### config.mk
export PLATFORM = sky130hd
export DESIGN_NAME = rdb_rx_dma_ctrl
export DESIGN_NICKNAME = d
export VERILOG_FILES = /design/src/hdl/rdb_pkg.sv /design/src/hdl/rdb_dma_regs.sv /design/src/hdl/rdb_gap_timer.sv /design/src/hdl/rdb_rx_dma_ctrl.sv
export VERILOG_INCLUDE_DIRS = /design/src /design/src/hdl
export SDC_FILE = /design/constraint.sdc
export NUM_CORES = 1
export LEC_CHECK = 0
export ABC_AREA = 0
export BUFFER_PORTS_ARGS = -buffer_cell sky130_fd_sc_hd__buf_2
export CAP_MARGIN = 20
export CORE_ASPECT_RATIO = 0.7
export CORE_UTILIZATION = 54
export DETAILED_ROUTE_END_ITERATION = 8
export GPL_TIMING_DRIVEN = 1
export PLACE_DENSITY = 0.76
export RECOVER_POWER = 25
export SYNTH_ARGS = -nofsm -noshare
export SYNTH_HDL_FRONTEND = slang
export SYNTH_HIERARCHICAL = 1
export SYNTH_SLANG_ARGS = --single-unit
### constraint.sdc
create_clock -name i_clock -period 2.6 [get_ports i_clock]
set_input_delay 0.13 -clock i_clock [delete_from_list [all_inputs] [get_ports i_clock]]
set_output_delay 0.13 -clock i_clock [all_outputs]
set_load 0.01 [all_outputs]
### src/hdl/rdb_map.svh
/*
 Register offsets, bit positions and timing counts for the receive DMA
 mode and burst control block. Included by the package and modules.
*/
`ifndef RDB_MAP_SVH
`define RDB_MAP_SVH
// Register indices on the internal register port
`define RDB_OFF_RX_CFG 16'h0102
`define RDB_OFF_RX_CTL 16'h0104
`define RDB_OFF_BUF_CFG 16'h010a
`define RDB_OFF_BUF_EVENT 16'h010c
`define RDB_OFF_MISSED 16'h0130
`define RDB_OFF_DMA_SOF 16'h0026
`define RDB_OFF_DMA_FCNT 16'h0028
`define RDB_OFF_DMA_BCNT 16'h002a
// Receive configuration bits
`define RDB_BIT_BURST_EN 7
`define RDB_BIT_GOOD_IE 8
`define RDB_BIT_DMA_ONLY 9
`define RDB_BIT_AUTO_DMA 10
// Receive control bits
`define RDB_BIT_ACCEPT_GOOD 8
// Buffer configuration bits
`define RDB_BIT_DMA_IE 7
`define RDB_BIT_B128_IE 11
`define RDB_BIT_DEST_IE 15
// Buffer event bits
`define RDB_BIT_DMA_FLAG 7
// Reset values
`define RDB_RST_CFG 16'h0000
// Burst spacing in ns and in clock cycles, burst cycle length in frames
`define RDB_GAP_MIN_NS 9600
`define RDB_GAP_MAX_NS 52000
`define RDB_CLK_NS 8
`define RDB_GAP_MIN_CYC ((`RDB_GAP_MIN_NS + `RDB_CLK_NS - 1) / `RDB_CLK_NS)
`define RDB_GAP_MAX_CYC (`RDB_GAP_MAX_NS / `RDB_CLK_NS)
`define RDB_BURST_MAX 8
`endif

### src/hdl/rdb_pkg.sv
/*
 Types for the receive DMA mode and burst control block.
 Assumes rdb_map.svh is on the include path.
*/
package rdb_pkg;
    `include "rdb_map.svh"

    typedef enum logic [1:0] {
        RDB_MODE_PIO = 2'b00,
        RDB_MODE_AUTO = 2'b01,
        RDB_MODE_DMA_ONLY = 2'b10
    } rdb_mode_e;

    typedef enum logic [2:0] {
        RDB_ST_IDLE = 3'b000,
        RDB_ST_XFER = 3'b001,
        RDB_ST_HOLD = 3'b010,
        RDB_ST_BURST = 3'b011,
        RDB_ST_BEND = 3'b100
    } rdb_state_e;

    // One received frame status, from the MAC
    typedef struct packed {
        logic addr_pass;
        logic good;
        logic [15:0] length;
    } rdb_frame_s;

    // Register port request
    typedef struct packed {
        logic rd;
        logic wr;
        logic [15:0] addr;
        logic [15:0] wdata;
    } rdb_reg_req_s;
endpackage

### src/hdl/rdb_dma_regs.sv
/*
 Receive DMA result registers: start offset, frame count, byte count.
 Assumes one completed-frame pulse per frame moved to host memory.
*/
`timescale 1ns/100ps
module rdb_dma_regs (
    // Clock and reset
    input wire logic i_clock,
    input wire logic i_sys_rst,
    // Frame moved to host
    input wire logic i_frame_done,
    input wire logic [15:0] i_frame_len,
    // Publish and host read of frame count
    input wire logic i_publish,
    input wire logic i_count_read,
    // Visible registers
    output logic [15:0] o_start_offset,
    output logic [15:0] o_frame_count,
    output logic [15:0] o_byte_count
);
    logic [15:0] acc_frames;
    logic [15:0] acc_bytes;
    logic [15:0] wr_ptr;

    function automatic logic [15:0] dword_align(input logic [15:0] v);
        dword_align = (v + 16'h0003) & 16'hfffc;
    endfunction

    // Count frames until published, keep the last frame length; a read empties the visible count unless a publish comes in the same cycle
    always_ff @(posedge i_clock) begin
        if (i_sys_rst) begin
            acc_frames <= 16'h0000;
            acc_bytes <= 16'h0000;
            wr_ptr <= 16'h0000;
            o_start_offset <= 16'h0000;
            o_frame_count <= 16'h0000;
            o_byte_count <= 16'h0000;
        end else begin
            if (i_frame_done) begin
                acc_frames <= acc_frames + 16'h0001;
                acc_bytes <= i_frame_len;
                wr_ptr <= wr_ptr + dword_align(i_frame_len);
                o_start_offset <= wr_ptr;
            end
            if (i_publish) begin
                o_frame_count <= o_frame_count + acc_frames
                                 + {15'h0000, i_frame_done};
                o_byte_count <= i_frame_done ? i_frame_len : acc_bytes;
                acc_frames <= 16'h0000;
            end else if (i_count_read) begin
                o_frame_count <= 16'h0000;
            end
        end
    end
endmodule // rdb_dma_regs

### src/hdl/rdb_gap_timer.sv
/*
 Measures spacing between frame ends and classifies it as back-to-back.
 Assumes frame-end pulses are synchronous to i_clock.
*/
`timescale 1ns/100ps
`include "rdb_map.svh"
module rdb_gap_timer
    import rdb_pkg::*;
#(
    parameter int MIN_CYC = `RDB_GAP_MIN_CYC,
    parameter int MAX_CYC = `RDB_GAP_MAX_CYC
) (
    // Clock and reset
    input wire logic i_clock,
    input wire logic i_sys_rst,
    // Frame end event
    input wire logic i_frame_end,
    // Spacing verdict, valid with i_frame_end
    output logic o_back_to_back
);
    logic [15:0] gap_count;
    logic seen;

    // Saturate so an idle line never wraps into the window
    always_ff @(posedge i_clock) begin
        if (i_sys_rst || i_frame_end) begin
            gap_count <= 16'h0000;
        end else if (gap_count != 16'hffff) begin
            gap_count <= gap_count + 16'h0001;
        end
    end

    always_ff @(posedge i_clock) begin
        if (i_sys_rst) begin
            seen <= 1'b0;
        end else if (i_frame_end) begin
            seen <= 1'b1;
        end
    end

    assign o_back_to_back = seen && (gap_count >= 16'(MIN_CYC))
                            && (gap_count <= 16'(MAX_CYC));
endmodule // rdb_gap_timer

### src/hdl/rdb_rx_dma_ctrl.sv
/*
 Receive DMA mode selection, DMA exit and burst grouping control.
 Assumes a MAC reporting frame status, a buffer manager reporting space,
 and a DMA mover signalling frame completion, all on i_clock.
*/
`timescale 1ns/100ps
`include "rdb_map.svh"
module rdb_rx_dma_ctrl
    import rdb_pkg::*;
#(
    parameter int BURST_MAX = `RDB_BURST_MAX
) (
    // Clock and reset
    input wire logic i_clock,
    input wire logic i_sys_rst,
    // Register port
    input rdb_reg_req_s i_reg,
    output logic [15:0] o_rdata,
    // MAC frame status
    input wire logic i_frame_end,
    input rdb_frame_s i_frame,
    input wire logic i_frame_start,
    input wire logic i_start_addr_pass,
    input wire logic i_frame_missed,
    // Buffer manager
    input wire logic i_space_low,
    input wire logic i_frames_buffered,
    input wire logic i_reports_pending,
    // DMA mover
    input wire logic i_dma_frame_done,
    input wire logic [15:0] i_dma_frame_len,
    input wire logic i_dma_busy,
    // Control outputs
    output logic o_dma_active,
    output logic o_free_oldest,
    output logic o_discard_rx_reports,
    output logic o_drop_missed_reports,
    output logic o_good_irq,
    output logic o_dma_irq,
    output logic o_pio_frame
);
    logic [15:0] rx_cfg;
    logic [15:0] rx_ctl;
    logic [15:0] buf_cfg;
    logic [15:0] missed_frame_counter;
    logic dma_frame_flag;
    logic count_zero_read;
    logic [3:0] burst_count;
    logic first_held;
    logic publish;
    logic b2b;
    logic b2b_q;
    logic frame_ok;
    logic burst_allowed;
    logic [15:0] start_offset;
    logic [15:0] frame_count;
    logic [15:0] byte_count;
    rdb_state_e state;
    rdb_state_e next_state;
    rdb_mode_e mode;

    rdb_gap_timer u_gap (
        .i_clock(i_clock),
        .i_sys_rst(i_sys_rst),
        .i_frame_end(i_frame_end),
        .o_back_to_back(b2b)
    );

    rdb_dma_regs u_regs (
        .i_clock(i_clock),
        .i_sys_rst(i_sys_rst),
        .i_frame_done(i_dma_frame_done),
        .i_frame_len(i_dma_frame_len),
        .i_publish(publish),
        .i_count_read(i_reg.rd && i_reg.addr == `RDB_OFF_DMA_FCNT),
        .o_start_offset(start_offset),
        .o_frame_count(frame_count),
        .o_byte_count(byte_count)
    );

    always_comb begin
        if (rx_cfg[`RDB_BIT_DMA_ONLY]) begin
            mode = RDB_MODE_DMA_ONLY;
        end else if (rx_cfg[`RDB_BIT_AUTO_DMA]) begin
            mode = RDB_MODE_AUTO;
        end else begin
            mode = RDB_MODE_PIO;
        end
    end

    assign frame_ok = i_frame.addr_pass && i_frame.good;
    assign burst_allowed = rx_cfg[`RDB_BIT_BURST_EN]
        && (mode != RDB_MODE_PIO)
        && rx_ctl[`RDB_BIT_ACCEPT_GOOD] && rx_cfg[`RDB_BIT_GOOD_IE]
        && !buf_cfg[`RDB_BIT_DEST_IE] && !buf_cfg[`RDB_BIT_B128_IE];

    // Configuration registers
    always_ff @(posedge i_clock) begin
        if (i_sys_rst) begin
            rx_cfg <= `RDB_RST_CFG;
            rx_ctl <= `RDB_RST_CFG;
            buf_cfg <= `RDB_RST_CFG;
        end else if (i_reg.wr) begin
            if (i_reg.addr == `RDB_OFF_RX_CFG) begin
                rx_cfg <= i_reg.wdata;
            end else if (i_reg.addr == `RDB_OFF_RX_CTL) begin
                rx_ctl <= i_reg.wdata;
            end else if (i_reg.addr == `RDB_OFF_BUF_CFG) begin
                buf_cfg <= i_reg.wdata;
            end
        end
    end

    // Missed frame counting, read clears; miss wins
    always_ff @(posedge i_clock) begin
        if (i_sys_rst) begin
            missed_frame_counter <= 16'h0000;
        end else if (i_frame_missed) begin
            missed_frame_counter <= (i_reg.rd
                && i_reg.addr == `RDB_OFF_MISSED) ? 16'h0001
                : missed_frame_counter + 16'h0001;
        end else if (i_reg.rd && i_reg.addr == `RDB_OFF_MISSED) begin
            missed_frame_counter <= 16'h0000;
        end
    end

    // Zero frame count read seen by host
    always_ff @(posedge i_clock) begin
        if (i_sys_rst || state == RDB_ST_IDLE) begin
            count_zero_read <= 1'b0;
        end else if (publish) begin
            // New frames outrank a read in the same cycle
            count_zero_read <= 1'b0;
        end else if (i_reg.rd && i_reg.addr == `RDB_OFF_DMA_FCNT) begin
            count_zero_read <= (frame_count == 16'h0000);
        end
    end

    // State machine
    always_comb begin
        next_state = state;
        case (state)
            RDB_ST_IDLE: begin
                // Burst start on a good frame inside the spacing window after the previous frame end
                if (burst_allowed && i_frame_end && frame_ok && b2b) begin
                    next_state = RDB_ST_BURST;
                end else if (mode == RDB_MODE_DMA_ONLY
                             && i_frames_buffered) begin
                    next_state = RDB_ST_XFER;
                end else if (mode == RDB_MODE_AUTO && i_frame_start
                             && i_space_low && i_start_addr_pass
                             && i_frames_buffered) begin
                    next_state = RDB_ST_XFER;
                end
            end
            RDB_ST_XFER: begin
                if (!i_dma_busy && !i_frames_buffered) begin
                    next_state = RDB_ST_HOLD;
                end
            end
            RDB_ST_HOLD: begin
                // Leave DMA on all exit conditions
                if (i_frames_buffered) begin
                    next_state = RDB_ST_XFER;
                end else if (!i_reports_pending && count_zero_read
                             && !i_dma_busy) begin
                    next_state = RDB_ST_IDLE;
                end
            end
            RDB_ST_BURST: begin
                // End on failed frame or 52 us silence
                if ((i_frame_end && !(frame_ok && b2b))
                    || (b2b_q && !b2b)) begin
                    next_state = RDB_ST_BEND;
                end
            end
            RDB_ST_BEND: begin
                if (!i_dma_busy) begin
                    next_state = RDB_ST_HOLD;
                end
            end
            default: next_state = RDB_ST_IDLE;
        endcase
    end

    always_ff @(posedge i_clock) begin
        if (i_sys_rst) begin
            state <= RDB_ST_IDLE;
        end else begin
            state <= next_state;
        end
    end

    // Frames moved in this burst cycle
    always_ff @(posedge i_clock) begin
        if (i_sys_rst || state != RDB_ST_BURST
            || burst_count == 4'(BURST_MAX)) begin
            burst_count <= 4'h0;
        end else if (i_dma_frame_done) begin
            burst_count <= burst_count + 4'h1;
        end
    end

    // Spacing window closed with no frame in it
    always_ff @(posedge i_clock) begin
        b2b_q <= !i_sys_rst && b2b && !i_frame_end;
    end

    // Publish at end of each burst cycle, and on each moved frame outside a burst
    assign publish = (state == RDB_ST_BURST
                      && burst_count == 4'(BURST_MAX))
        || (state == RDB_ST_BEND && !i_dma_busy)
        || (state != RDB_ST_BURST && state != RDB_ST_BEND
            && i_dma_frame_done);

    always_ff @(posedge i_clock) begin
        if (i_sys_rst) begin
            dma_frame_flag <= 1'b0;
        end else begin
            dma_frame_flag <= publish || (frame_count != 16'h0000);
        end
    end

    always_ff @(posedge i_clock) begin
        if (i_sys_rst || state != RDB_ST_IDLE || !burst_allowed) begin
            first_held <= 1'b0;
        end else if (i_frame_end) begin
            first_held <= frame_ok && rx_cfg[`RDB_BIT_GOOD_IE]
                && mode != RDB_MODE_DMA_ONLY && next_state == RDB_ST_IDLE;
        end else if (b2b_q && !b2b) begin
            first_held <= 1'b0;
        end
    end

    // Interrupt pulses
    always_ff @(posedge i_clock) begin
        if (i_sys_rst) begin
            o_good_irq <= 1'b0;
            o_dma_irq <= 1'b0;
        end else begin
            o_good_irq <= (state == RDB_ST_BEND && !i_dma_busy)
                || (first_held && ((b2b_q && !b2b)
                    || (i_frame_end && next_state == RDB_ST_IDLE)))
                || (state == RDB_ST_IDLE && mode != RDB_MODE_DMA_ONLY
                    && i_frame_end && frame_ok && !burst_allowed
                    && rx_cfg[`RDB_BIT_GOOD_IE]
                    && next_state == RDB_ST_IDLE);
            o_dma_irq <= publish && (buf_cfg[`RDB_BIT_DMA_IE]
                || (state == RDB_ST_BEND));
        end
    end

    // Status outputs
    always_ff @(posedge i_clock) begin
        if (i_sys_rst) begin
            o_dma_active <= 1'b0;
            o_free_oldest <= 1'b0;
            o_discard_rx_reports <= 1'b0;
            o_drop_missed_reports <= 1'b0;
            o_pio_frame <= 1'b0;
        end else begin
            // No DMA in PIO mode
            o_dma_active <= (next_state != RDB_ST_IDLE)
                && (mode != RDB_MODE_PIO);
            // Free only after a whole frame moved
            o_free_oldest <= i_dma_frame_done;
            o_discard_rx_reports <= (state == RDB_ST_IDLE)
                && (next_state != RDB_ST_IDLE);
            // Drop reports of the missed frame
            o_drop_missed_reports <= i_frame_missed;
            o_pio_frame <= (state == RDB_ST_IDLE) && i_frame_end
                && (next_state == RDB_ST_IDLE)
                && (mode != RDB_MODE_DMA_ONLY);
        end
    end

    // Read data, registered
    always_ff @(posedge i_clock) begin
        if (i_sys_rst || !i_reg.rd) begin
            o_rdata <= 16'h0000;
        end else if (i_reg.addr == `RDB_OFF_RX_CFG) begin
            o_rdata <= rx_cfg;
        end else if (i_reg.addr == `RDB_OFF_RX_CTL) begin
            o_rdata <= rx_ctl;
        end else if (i_reg.addr == `RDB_OFF_BUF_CFG) begin
            o_rdata <= buf_cfg;
        end else if (i_reg.addr == `RDB_OFF_BUF_EVENT) begin
            // Reading does not clear the flag
            o_rdata <= 16'(dma_frame_flag) << `RDB_BIT_DMA_FLAG;
        end else if (i_reg.addr == `RDB_OFF_MISSED) begin
            o_rdata <= missed_frame_counter;
        end else if (i_reg.addr == `RDB_OFF_DMA_SOF) begin
            o_rdata <= start_offset;
        end else if (i_reg.addr == `RDB_OFF_DMA_FCNT) begin
            o_rdata <= frame_count;
        end else if (i_reg.addr == `RDB_OFF_DMA_BCNT) begin
            o_rdata <= byte_count;
        end else begin
            o_rdata <= 16'h0000;
        end
    end
endmodule // rdb_rx_dma_ctrl

==> reports/results.ini <==
[synth]
syn_area_um2=10600
synthSimpleGateAreaFrac=0.235
ys.flop_type=dfxtp_1
syn_avg_cell_area_um2=8.50
yosys.area_share.adder=0.0446
synth_seq_cells=207
postSynthCellCount=1248
yosysTopAreaCell=dfxtp_1
synth_cell_types=94
synth_compound_area_frac=0.203
async_reset_ff_frac=0
synth_edf_count=0
netlist.area_leader.share=0.391
yosysSeqAreaShare=0.391
synth_top_family_by_area=simple AND/OR/NAND/NOR gates
ys_warn_count=6
netlist_top_cells_area=dfxtp_1 39%, nor2_1 5.3%, nand2_1 5.2%
yosys-mux-area-fraction=0.0407
yosys.area_share.xor_xnor=0.0446

[cells_and_area]
fin_nets=1483
diodes=0
drive_above_1_share=0.133
final_cell_count_no_fill=1644
area_growth_pct=16.0

[status]
violations=max-capacitance violations, max-slew violations
status=finished with violations

[timing]
worstMarginPinSlew_ps=2170
setup_viol=0
clock_skew_ps=12.4
finalHoldViolations=0
max_freq_mhz=404
slew_violations=49
min_period_ps=2470
finalCritPeriodShare=0.951
whs_ps=4.34
rsz0062_at_grt=true
max-slew-margin-rel=-0.448

[min_path]
hp-class=input pin to flip-flop

[detailed_routing]
dr.first_iter.drc_count=961
vias=9896
ant_nets=0
wl_per_cell_um=17.6
drt_first_pass_iters=5
wl_mm=29.0
drc=0
viasPerCell=6.02

[global_route]
grt_pass1_vias=8829
gr-total-overflow=0
grt_usage=0.284
grt_pass1_wl_mm=45.9
grt_max_degree=58
antenna_found_initial=0

[floorplan]
rows=42
chipWidth_um=169
die_h_um=119
boundaryPins=102
dieArea_um2=20200
core_um2=19100
initial_utilization=0.556

[run]
drv_cap=1

[power]
p_per_area_nw_per_um2=581
p_total_mw=7.15
p_leak_nw=4.94
ir_drop_mv=0.384

[cts]
path_clk_slew_ps=60
cts_tree=yes
numCtsBuffers=21
clock-root-buffer=clkbuf_16
cts.path.max_buffers=3
clock-sinks=207
worstSkewPairLatency_ps=500
cts.htree.levels=1

[critical_path]
critical_path.startpoint_type=flip-flop
critPathMaxFanout=4
cp.arrival_ps=2850
cp.required_ps=2980
end_kind=flip-flop
crit_type=flip-flop to flip-flop

[placed_design]
gp_congestion=0.926
dp_cells=1588
place_hpwl_mm=20.9
io_buffers=85

## critical path, stage by stage (launching register included)
cell and delay [ps]:
dfxtp_1 320, or4_1 530, a211oi_1 250, nor3_1 100
nor3_2 210, and4_1 230, nand3_1 80, a21boi_1 200
nor4_2 80, buf_4 160, a21oi_1 140, nor3_1 70
## logic make-up after synthesis
group | Yosys count
AOI/OAI and AO/OA | 319
xor gates and xnor gates | 54
adders and majority gates | 36
buffers and inverters | 92
DFF | 207
muxes | 43
other | 1
and+or+nand+nor | 496
## synthesized netlist by cell type, types with 19 or more instances
master      n
a21oi_1   103
and3_1     19
clkbuf_1   30
dfxtp_1   207
ha_1       33
inv_1      27
mux2i_1    42
nand2_1   146
nand3_1    28
nor2_1    151
nor3_1     21
o21ai_0    47
xnor2_1    29
xor2_1     25
## report_power, final
group / leakage (nW) / total, mW / switching (mW) / internal, mW
registers: 1.68 / 3.35 / 0.0807 / 3.27
clock network: 0.325 / 2.99 / 1.23 / 1.77
logic: 2.93 / 0.806 / 0.439 / 0.366
## per-stage QoR
| stage | setup WS (ps) | area (um2) | TNS (ps) | util |
|---|---|---|---|---|
| floorplan | 50.0 | 10600 | 0 | - |
| global placement | -79.0 | 11500 | -79.0 | 0.601 |
| detailed placement | -137 | 11500 | -137 | 0.601 |
| CTS | 70.1 | 12300 | 0 | 0.646 |
| global route | -10.0 | 12300 | -10.0 | 0.645 |
| finish | 126 | 12300 | 0 | 0.645 |
## cell type report
cell class,count,area [um2]
Multi-Input combinational cell,950,6040
Inverter,27,101
Timing Repair Buffer,161,1020
Sequential cell,207,4140
Tap cell,264,330
Clock inverter,4,70.1
Fill cell,1649,6770
Clock buffer,31,593
## state kept, by name, indices dropped and copies added, names as in the netlist, 3 cells and up
signal,cells
missed_frame_counter,16
u_regs/wr_ptr,14
state,3
buf_cfg,16
u_regs/o_byte_count,16
u_regs/acc_frames,16
u_regs/o_start_offset,14
u_regs/o_frame_count,16
rx_ctl,16
burst_count,4
u_regs/acc_bytes,16
o_rdata,16
rx_cfg,16
u_gap/gap_count,16
## layout by cell type (no fill, tap or decap), types with 5 or more instances in the layout
cell           netlist  routed
a221oi_1            17      17
nor2_1             151     150
clkbuf_1            30      32
and4_1               7       7
nor3_2               6       7
or3_1               16      16
and3_1              19      19
o21ai_1              5       5
mux2i_1             42      42
dlygate4sd3_1        0      19
nand2_1            146     146
dfxtp_1            207     207
o211a_1              5       5
xnor2_1             29      29
a31oi_1             13      13
nand4_1             17      17
xor2_1              25      25
buf_4                8      55
nand2b_1            16      16
clkbuf_16            0      21
a21o_1              15      15
nand3_1             28      28
ha_1                33      33
o21a_1               6       6
buf_2               17      60
o21ai_0             47      47
a22oi_1             13      13
nor2b_1             15      15
nor3_1              21      20
a21oi_1            103     102
inv_1               27      27
a211oi_1            15      15
nor4_1              12      12
o22a_1              16      16
o311a_1             10      10
## path summary, 6_finish.rpt
path	from	endpoint	slack (ps)	cells after the start
setup / recovery	u_gap/gap_count[4]$_SDFFE_PP0P_	first_held$_SDFFE_PP0P_	130	11
hold / removal	i_dma_frame_len[13]	u_regs/acc_bytes[13]$_SDFF_PP0_	4	3
setup reg to reg	u_gap/gap_count[4]$_SDFFE_PP0P_	first_held$_SDFFE_PP0P_	130	11
hold reg to reg	rx_ctl[15]$_SDFFE_PP0P_	rx_ctl[15]$_SDFFE_PP0P_	450	2
## routing by layer
layer,track usage,vias up,part of all wire
met2,0.419,415,0.42
li1,-,4762,-
met5,0,-,0
met1,0.427,4672,0.47
met4,0.0721,0,0.024
met3,0.0425,47,0.081
## what timing repair did
action	CTS	global route
gates cloned	0	0
endpoints found under the hold margin	53	0
resized for setup	1	5
buffers inserted	2	0
pin swaps	1	0
setup endpoints to repair	1	8
hold buffers	19	0
Note: power is estimated with default switching activity, not from simulation.
